<file path="src/pkg/pwr_avg_pkg.sv">
// shared constants and carrier types for the current/power averaging sequencer
package pwr_avg_pkg;
    localparam int ADC_W    = 12;
    localparam int CUR_W    = 16;
    localparam int PWR_W    = 24;
    localparam int CAL_W    = 16;
    localparam int ACC_W    = 36;
    localparam int CNT_W    = 11;
    localparam int CUR_SHIFT = 11;               // scaling shift of shunt*cal product
    localparam int PWR_SHIFT = 8;                // scaling shift of current*bus product

    // operating mode field
    localparam logic [2:0] MODE_OFF    = 3'h0;
    localparam logic [2:0] MODE_SINGLE = 3'h1;
    localparam logic [2:0] MODE_CONT   = 3'h7;

    // averaging count encodings -> sample counts
    localparam logic [CNT_W-1:0] AVG_ONE = 11'h001;

    typedef logic [CNT_W-1:0] avg_table_type [8];
    localparam avg_table_type AVG_TABLE = '{11'h001, 11'h004, 11'h010, 11'h040,
                                            11'h080, 11'h100, 11'h200, 11'h400};
    localparam logic [3:0] AVG_LOG2 [8] = '{4'h0, 4'h2, 4'h4, 4'h6, 4'h7, 4'h8, 4'h9, 4'hA};

    // configuration carrier
    typedef struct packed {
        logic [2:0] mode;
        logic [2:0] avg_sel;
        logic       shunt_only;
    } cfg_type;

    // converter request carrier
    typedef struct packed {
        logic start;
        logic sel_bus;
    } adc_req_type;

    // averaged result carrier
    typedef struct packed {
        logic [CUR_W-1:0] current;
        logic [PWR_W-1:0] power;
    } result_type;
endpackage

</file>
<file path="src/core/pwr_calc.sv">
// current and power multiply stage, one registered step
`timescale 1ns/1ns
module pwr_calc (
    input  wire logic                          i_core_clk,
    input  wire logic                          i_rst_n,
    input  wire logic                          i_ce,
    input  wire logic                          i_go,
    input  wire logic                          i_skip_bus,
    input  wire logic [pwr_avg_pkg::ADC_W-1:0] i_shunt,
    input  wire logic [pwr_avg_pkg::ADC_W-1:0] i_bus,
    input  wire logic [pwr_avg_pkg::CAL_W-1:0] i_cal,
    output logic                               o_done,
    output pwr_avg_pkg::result_type            o_res
);
    typedef struct packed {
        logic                    done;
        pwr_avg_pkg::result_type res;
    } calc_state_type;

    calc_state_type st_r;
    calc_state_type st_nxt;

    // current first, then power from that current and the newest bus sample
    always_comb begin
        logic [pwr_avg_pkg::ADC_W+pwr_avg_pkg::CAL_W-1:0] prod_i;
        logic [pwr_avg_pkg::CUR_W+pwr_avg_pkg::ADC_W-1:0] prod_p;
        logic [pwr_avg_pkg::CUR_W-1:0]                    cur;
        prod_i = {{pwr_avg_pkg::CAL_W{1'b0}}, i_shunt} * {{pwr_avg_pkg::ADC_W{1'b0}}, i_cal};
        cur    = pwr_avg_pkg::CUR_W'(prod_i >> pwr_avg_pkg::CUR_SHIFT);
        prod_p = {{pwr_avg_pkg::ADC_W{1'b0}}, cur} * {{pwr_avg_pkg::CUR_W{1'b0}}, i_bus};
        st_nxt = st_r;
        st_nxt.done = i_go;
        if (i_go) begin
            st_nxt.res.current = cur;
            // zero calibration or no bus sample forces zero power
            if (i_cal == '0 || i_skip_bus) begin
                st_nxt.res.power = '0;
            end else begin
                st_nxt.res.power = pwr_avg_pkg::PWR_W'(prod_p >> pwr_avg_pkg::PWR_SHIFT);
            end
        end
    end

    always_ff @(posedge i_core_clk) begin
        if (!i_rst_n) begin
            st_r <= '0;
        end else if (i_ce) begin
            st_r <= st_nxt;
        end
    end

    assign o_done = st_r.done;
    assign o_res  = st_r.res;
endmodule

</file>
<file path="src/core/pwr_avg_seq.sv">
// sequencer: converter multiplexing, averaging and result loading
`timescale 1ns/1ns
// How it works
// - one converter alternates shunt then bus channel
// - math starts after both samples complete, or after the shunt sample alone in shunt-only
// - power uses latest current and bus sample
// - zero calibration gives zero power
// - add each intermediate result into accumulators
// - load averages to outputs after last sample
// - math overlaps next conversion, never stalls
// - shunt-only option skips bus conversions
// - mode 111 converts continuously
// - mode 001 runs one set per write
// - ready flag sets at end, clears on read or on a write of any mode but off
module pwr_avg_seq (
    input  wire logic                          i_core_clk,
    input  wire logic                          i_rst_n,
    input  wire logic                          i_ce,
    input  wire pwr_avg_pkg::cfg_type          i_cfg,
    input  wire logic                          i_cfg_wr,
    input  wire logic [pwr_avg_pkg::CAL_W-1:0] i_cal,
    input  wire logic                          i_mask_rd,
    input  wire logic                          i_adc_done,
    input  wire logic [pwr_avg_pkg::ADC_W-1:0] i_adc_data,
    output pwr_avg_pkg::adc_req_type           o_adc_req,
    output pwr_avg_pkg::result_type            o_result,
    output logic                               o_conversion_ready_flag
);
    typedef enum logic [3:0] {
        S_IDLE  = 4'b0001,
        S_SHUNT = 4'b0010,
        S_BUS   = 4'b0100,
        S_DRAIN = 4'b1000
    } seq_state_type;

    typedef struct packed {
        seq_state_type                 fsm;
        pwr_avg_pkg::adc_req_type      req;
        logic [pwr_avg_pkg::ADC_W-1:0] shunt;
        logic [pwr_avg_pkg::ADC_W-1:0] bus;
        logic                          go;
        logic                          last;
        logic [pwr_avg_pkg::CNT_W-1:0] count;
        logic [pwr_avg_pkg::ACC_W-1:0] acc_i;
        logic [pwr_avg_pkg::ACC_W-1:0] acc_p;
        pwr_avg_pkg::result_type       result;
        logic                          rdy;
    } seq_reg_type;

    seq_reg_type st_r;
    seq_reg_type st_nxt;

    logic                    calc_done;
    pwr_avg_pkg::result_type calc_res;

    // multiply stage runs beside the converter, so it adds no conversion time
    pwr_calc u_calc (
        .i_core_clk (i_core_clk),
        .i_rst_n    (i_rst_n),
        .i_ce       (i_ce),
        .i_go       (st_r.go),
        .i_skip_bus (i_cfg.shunt_only),
        .i_shunt    (st_r.shunt),
        .i_bus      (st_r.bus),
        .i_cal      (i_cal),
        .o_done     (calc_done),
        .o_res      (calc_res)
    );

    // sequencing, accumulation and ready flag
    always_comb begin
        logic [pwr_avg_pkg::CNT_W-1:0] n;
        logic [3:0]                    sh;
        logic [pwr_avg_pkg::ACC_W-1:0] sum_i;
        logic [pwr_avg_pkg::ACC_W-1:0] sum_p;
        n      = pwr_avg_pkg::AVG_TABLE[i_cfg.avg_sel];
        sh     = pwr_avg_pkg::AVG_LOG2[i_cfg.avg_sel];
        st_nxt = st_r;
        st_nxt.req.start = 1'b0;
        st_nxt.go        = 1'b0;
        sum_i = st_r.acc_i + pwr_avg_pkg::ACC_W'(calc_res.current);
        sum_p = st_r.acc_p + pwr_avg_pkg::ACC_W'(calc_res.power);

        unique case (st_r.fsm)
            S_IDLE: begin
                // a single shot needs a fresh write, continuous needs none
                if ((i_cfg_wr && i_cfg.mode == pwr_avg_pkg::MODE_SINGLE) ||
                    i_cfg.mode == pwr_avg_pkg::MODE_CONT) begin
                    st_nxt.fsm         = S_SHUNT;
                    st_nxt.req.start   = 1'b1;
                    st_nxt.req.sel_bus = 1'b0;
                end
            end
            S_SHUNT: begin
                if (i_adc_done) begin
                    st_nxt.shunt = i_adc_data;
                    if (i_cfg.shunt_only) begin
                        st_nxt.go  = 1'b1;
                        st_nxt.fsm = S_DRAIN;
                    end else begin
                        st_nxt.fsm         = S_BUS;
                        st_nxt.req.start   = 1'b1;
                        st_nxt.req.sel_bus = 1'b1;
                    end
                end
            end
            S_BUS: begin
                if (i_adc_done) begin
                    st_nxt.bus = i_adc_data;
                    st_nxt.go  = 1'b1;
                    st_nxt.fsm = S_DRAIN;
                end
            end
            S_DRAIN: begin
                // sample counted now; next conversion starts while math finishes
                st_nxt.count = st_r.count + pwr_avg_pkg::AVG_ONE;
                st_nxt.last  = (st_r.count + pwr_avg_pkg::AVG_ONE) >= n;
                if ((st_r.count + pwr_avg_pkg::AVG_ONE) < n ||
                    i_cfg.mode == pwr_avg_pkg::MODE_CONT) begin
                    st_nxt.fsm         = S_SHUNT;
                    st_nxt.req.start   = 1'b1;
                    st_nxt.req.sel_bus = 1'b0;
                end else begin
                    st_nxt.fsm = S_IDLE;
                end
                if ((st_r.count + pwr_avg_pkg::AVG_ONE) >= n) begin
                    st_nxt.count = '0;
                end
            end
            default: st_nxt.fsm = S_IDLE;
        endcase

        // intermediate results pile up until the set is complete
        if (calc_done) begin
            if (st_r.last) begin
                st_nxt.result.current = pwr_avg_pkg::CUR_W'(sum_i >> sh);
                st_nxt.result.power   = pwr_avg_pkg::PWR_W'(sum_p >> sh);
                st_nxt.acc_i          = '0;
                st_nxt.acc_p          = '0;
            end else begin
                st_nxt.acc_i = sum_i;
                st_nxt.acc_p = sum_p;
            end
        end

        // clear first so that a completing set in the same cycle wins
        if ((i_cfg_wr && i_cfg.mode != pwr_avg_pkg::MODE_OFF) || i_mask_rd) begin
            st_nxt.rdy = 1'b0;
        end
        if (calc_done && st_r.last) begin
            st_nxt.rdy = 1'b1;
        end

        // a power-down write sends the sequence to idle on the next edge, dropping the conversion in flight
        if (i_cfg_wr && i_cfg.mode == pwr_avg_pkg::MODE_OFF) begin
            st_nxt.fsm   = S_IDLE;
            st_nxt.count = '0;
            st_nxt.acc_i = '0;
            st_nxt.acc_p = '0;
            st_nxt.req.start = 1'b0;
            // channel select only ever moves together with a start pulse
            st_nxt.req.sel_bus = st_r.req.sel_bus;
        end
    end

    // state register; the last flag is ready when the multiply stage ends
    always_ff @(posedge i_core_clk) begin
        if (!i_rst_n) begin
            st_r <= '{fsm: S_IDLE, default: '0};
        end else if (i_ce) begin
            st_r <= st_nxt;
        end
    end

    assign o_adc_req               = st_r.req;
    assign o_result                = st_r.result;
    assign o_conversion_ready_flag = st_r.rdy;
endmodule

</file>
<file path="config.mk">
export PLATFORM = sky130hd
export DESIGN_NAME = pwr_avg_seq
export DESIGN_NICKNAME = d
export VERILOG_FILES = /design/src/pkg/pwr_avg_pkg.sv /design/src/core/pwr_calc.sv /design/src/core/pwr_avg_seq.sv
export SDC_FILE = /design/constraint.sdc
export NUM_CORES = 1
export LEC_CHECK = 0
export BUFFER_PORTS_ARGS = -buffer_cell sky130_fd_sc_hd__buf_2
export CAP_MARGIN = 25
export CORE_MARGIN = 1
export CORE_UTILIZATION = 29
export DETAILED_ROUTE_END_ITERATION = 16
export HOLD_SLACK_MARGIN = 0.06
export PLACE_DENSITY = 0.42
export SYNTH_ARGS = -nofsm -noshare
export SYNTH_HDL_FRONTEND = slang
export SYNTH_SLANG_ARGS = --single-unit
</file>
<file path="constraint.sdc">
create_clock -name i_core_clk -period 14.7 [get_ports i_core_clk]
set_input_delay 2.94 -clock i_core_clk [delete_from_list [all_inputs] [get_ports i_core_clk]]
set_output_delay 2.94 -clock i_core_clk [all_outputs]
set_load 0.05 [all_outputs]
</file>
======== Yosys cells after proc, flatten, opt, wreduce, memory -nomap -nowiden ========
Memory sizes are Yosys's and may differ from the RTL's.
Index checks and enable logic that the tools add are counted.
Widths: inputs -> output; s select.
word-level totals
  register bits ........................... 197
  ROM bits ................................ 120
  input bits .............................. 41
  memories ................................ 2
cells by class
  $add $sub $neg .......................... 3
  multiply operators ...................... 2
  magnitude comparators ................... 3
  equal/unequal tests ..................... 13
  shift operators ......................... 2
  multiplexer cells ....................... 27
  bitwise logic cells ..................... 2
  reductions and logical operators ........ 25
memories
  memory           depth  bits a word  rd ports  clocked after Yosys merged registers in  write ports  RTL line           RTL
  (no name shown)  8      11           1         0                                        0            pwr_avg_seq.sv:76  n = pwr_avg_pkg::AVG_TABLE[i_cfg.avg_sel];
  (no name shown)  8      4            1         0                                        0            pwr_avg_seq.sv:77  sh = pwr_avg_pkg::AVG_LOG2[i_cfg.avg_sel];
operators by type and width
  kind                   count
  $mux 112               1
  $mux 83                1
  $mux 72                1
  $mux 11                4
  $mux 40                1
  $add 36x16->36         1
  $add 36x24->36         1
  $shr 36x4->16          1
  $shr 36x4->24          1
  $mul 16x12->28         1
  $mul 12x16->27         1
  $mux 20                1
  $mux 18                1
  $logic_not 16->1       1
  $mux 4                 4
  $pmux 4 s4             1
  $mux 6                 2
  $add 11x1->11 const B  1
  $ge 11x11->1           1
  $lt 11x11->1           1
  $reduce_and 2->1       5
  $ne 3x3->1 const B     3
  $reduce_and 3->1       3
  $ne 2x2->1 const B     4
  20 further kinds       35

======== Depth between registers and ports, before layout ========
  word-level depth ........................ 9
  depth in mapped cells ................... 42

======== By module ========
Synthesis repeated with hierarchy kept, for this count alone.
second synthesis, totals
  cell total of the unflattened synthesis .. 3141
  area total of the unflattened synthesis .. 25288.0 um^2
modules (own cells, without submodules)
  module       times used  cells an instance  area each (um^2)  sequential area each (um^2)
  pwr_calc     1           1468               12684.7           740.7
  pwr_avg_seq  1           1673               12603.3           3022.9

======== Worst setup path after synthesis ========
OpenSTA, ideal clock, no wires.
  kind .................................... input to register
  start point ............................. in i_cal[5] (netlist bit)
  end point ............................... reg u_calc.st_r, in the netlist u_calc.o_res[19]
  library setup time ...................... 0.062 ns
  arrival time ............................ 12.528 ns
  required time ........................... 14.638 ns
  setup slack ............................. 2.110 ns
  stages .................................. 37
  buffers on the path ..................... 2
  cells stage by stage .................... clkbuf_1 nand2_1 fa_1 fa_1 inv_1 fa_1 fa_1 fa_1 ha_1 a21o_1 a21o_1 a2111oi_0 nor4b_2 nor2_1 o21ai_0 o211ai_1 xnor2_1 clkbuf_1 nand2_1 fa_1 fa_1 inv_1 fa_1 fa_1 inv_1 fa_1 inv_1 ha_1 a21o_1 a21o_1 a21oi_1 a21oi_1 a21oi_1 a21oi_1 a221o_1 or4_1 nand3_1
between the ends
  cells in the longest elaborated chain, start to end .. 3
  elaborated cells on any way between the ends .. 5
  those cells by class .................... mul: 2; mux: 1; reduce/logical: 2
ends and longest elaborated chain
  item                                                RTL line                        RTL
  start: declaration                                  pwr_avg_seq.sv:21               input wire logic [pwr_avg_pkg::CAL_W-1:0] i_cal,
  $mul 12x16->27 or $logic_not 16->1 (tied branches)  pwr_calc.sv:28, pwr_calc.sv:36
  $mul 16x12->28 or $logic_or 1x1->1 (tied branches)  pwr_calc.sv:30, pwr_calc.sv:36
  $mux 20 (*)                                         pwr_calc.sv:36                  if (i_cal == '0 || i_skip_bus) begin
  end signal: assignment                              pwr_calc.sv:48                  st_r <= st_nxt;
  end: declaration                                    pwr_calc.sv:20                  calc_state_type st_r;
Every way passes the cells marked *; elsewhere a longest branch is shown, timed or not.
A chain may end at the register's enable or synchronous reset.

======== Worst setup path after layout ========
  start point ............................. in i_cal[7] (netlist bit)
  end point ............................... reg u_calc.st_r, in the netlist u_calc.o_res[19]
Same word-level chain as after synthesis.

==> results.md <==
* Outcome: finished, final reports clean
* Max incr delay on CP at 0.70 ns
* CTS clk-pin slew, worst paths at 0.07 ns
* DRT iter0 DRCs at 1079
* Core area at 0.0822 mm2
* Gate Count Post-Synth at 3025
* Total gr overflow at 0
* Tmin final at 12.87 ns
* Register area at 0.00366 mm2
* Setup Fix Bufs, Post-CTS at 0
* Global-route wire length before repair at 116000 um
* CP Max Fanout at 13
* Clock sinks at 183
* Vias at approximately 20000
* FMAX at approximately 78 MHz
* Maximum vdd drop at 0.0654 mV
* Synth top area cells: fa_1 23%, dfxtp_1 15%, ha_1 8.8%, nand2_1 6.7%, inv_1 5.3%
* Num rows at 105
* Layout area overhead at 7.03%
* Setup_tns at 0 ns
* Synth unique cells at 85
* Top Ports at 84
* WHS at 0.454 ns
* Worst EP arrival at roughly 13 ns
* First drt pass iteration count at 6
* Clock tree from TritonCTS: yes
* Post-synthesis sequential area ratio at 15.2%
* Wire per inst at 17.8 um
* EDFF count, synth at 0
* Power Density at approximately 43 mW/mm2
* Initial antenna violation count at 1
* Share of cells above drive strength 1 at 6.80%
* Final Setup Violations at 0
* Vias in the first global route at between 20000 and 25000
* Chip width at ~290 um
* DIE HEIGHT at 290 um
* Register bit total from synthesis at 183
* Final setup margin at 1.83 ns
* Count of pins over their slew limit at 0
* Post-route clock period utilization at 87.5%
* Crit path top cell by count: fa_1
* Crit path max-delay cell type: a2111oi_0
* Port bufs at 83
* Hold Crit Class: register to register
* Synth warn at 0
* Most frequent cells in the layout: 428 x nand2_1, 340 x inv_1, 279 x fa_1
* DPL Wire Length at 55700 um
* Power after layout at 0.00110 W
* Max Cap Violations at 0
* Syn Nets at 3515
* Leak at 11.7 nW
* Crit start category: input pin
* DRC Markers at 0
* DIE AREA at 0.0843 mm2
* Worst-margin pin slew at 1.07 ns
* Fin. Hold Viols at 0
* CTS Root Cell: clkbuf_16
* Predominant post-synthesis flop cell: dfxtp_1
* Worst setup EP type: register
* All-Layer GR Usage at 17.1%
* Hold-fix buffers, CTS at 0
* Post-cts resize count at 0
* Clock Tree Buf Depth at 2
* Worst skew pair latency at 0.50 ns
* WL final at 71500 um
* RSZ-0062 raised after global routing: no
* Crit path kind: input pin to register
* GP Congestion at 0.839
* Largest net degree at the start of global routing at 79
* Share of synthesized registers carrying an async set or reset at 0%
* Cell taking the most area after synthesis: fa_1
* Slew headroom at 28.4%
* H-Tree Depth at 4
* Commonest non-fill, non-tap cell in the layout: nand2_1
* Fillers at 8758
* Final ANT Viol Nets at 0
* Max Clock Skew at 0.0139 ns
* Yosys top cell area share at 23.2%
* Syn Area/Cell at around 8 um2
* DR vias/cell at 5.09
* Multi-input gate area at 0.0182 mm2
* Pre-CTS setup slack at 1.26 ns
* Initial Util at 29.3%
* # nets final at 3433
* CTS Buf Count at 17
* Synth Cell Area at 0.0241 mm2
* CP required at around 15 ns
cells by family (layout without fill, tap and decap cells):
group                    Yosys count  count (layout)  share of synthesized area (%)
XOR/XNOR                          95              95                           3.48
AND/OR/NAND/NOR                 1029            1029                           19.7
other                              0               1                              0
buffers and inverters            568             499                           9.56
multiplexers                      67              67                           2.85
adder cells (fa/ha/maj)          449             449                           32.0
AO/OA/AOI/OAI                    634             634                           17.2
flip-flops                       183             183                           15.2
final cells by class:
class / count / area share [%]
Inverter: 341 / 4.97
Sequential cell: 183 / 14.2
Tap cell: 1070 / 5.19
Antenna cell: 1 / 0.00969
Clock buffer: 19 / 1.72
Multi-Input combinational cell: 2274 / 70.5
Timing Repair Buffer: 126 / 2.86
Clock inverter: 13 / 0.562
where the power goes:
group	leakage [nW]	internal, W	switching (W)
Sequential	1.47	0.000496	0.00000142
Combinational	9.94	0.0000320	0.0000857
Clock	0.280	0.000256	0.000232
Total	11.7	0.000784	0.000319
per-stage QoR:
stage	util [%]	std cells	instance area [um2]
after floorplan	-	3025	24100
after global placement	30.7	3992	25200
after detailed placement	30.7	3993	25200
after CTS	31.4	4025	25800
after global routing	31.4	4027	25800
final	31.4	4027	25800
per-layer routing:
metal  global-route usage, %  vias to the layer above  wire length [um]
met3                    1.85                       74              1890
met4                    5.12                        0              1530
li1                        -                     9861                 -
met5                       0                        -                 0
met1                    23.1                    10200             33800
met2                    28.7                      341             34300
state kept, by name (all words and copies together) (netlist names):
| name | flops |
|---|---|
| u_calc.o_res | 36 |
| o_result | 40 |
| o_conversion_ready_flag | 1 |
| st_r | 103 |
| u_calc.o_done | 1 |
| o_adc_req | 2 |
worst max-delay path, delay by kind of cell:
kind                       cells  cell delay (ns)
AOI/OAI and AO/OA             11             2.61
buffers and inverters          6             0.66
xor gates and xnor gates       1             0.14
and+or+nand+nor                7             1.32
adders and majority gates     12             5.62
worst paths after layout:
check | startpoint | end | slack, ns | depth (start not counted)
worst max-delay path | i_cal[7] | u_calc.o_res[19] | 1.83 | 37
worst min-delay path | o_result[32] | o_result[32] | 0.45 | 2
worst min register to register | o_result[32] | o_result[32] | 0.45 | 2
worst max register to register | st_r[144] | u_calc.o_res[19] | 3.68 | 34
synthesized netlist by cell type, types with 6 or more instances:
library cell	count
fa_1	279
nor3_1	44
a221o_1	8
a211oi_1	30
a311oi_1	7
and3_1	15
a2bb2oi_1	7
inv_1	341
o22ai_1	10
xnor2_1	57
or3_1	12
and4_1	7
buf_4	42
xor2_1	37
buf_2	6
nand3_1	49
o21ai_1	6
ha_1	170
nand2_1	429
dfxtp_1	183
nor2b_1	17
and2_1	148
nand2b_1	23
o21a_1	18
o21ai_0	132
a31oi_1	25
o21bai_1	11
nand4_1	19
o31ai_1	14
clkbuf_1	161
nor2_1	229
o211ai_1	19
mux2_2	14
a22oi_1	48
a22o_1	8
a21oi_1	171
nor4_1	8
a32o_1	6
o221ai_1	9
a221oi_1	13
buf_1	16
mux2i_1	53
a21o_1	36
Note: power is estimated with default switching activity, not from simulation.
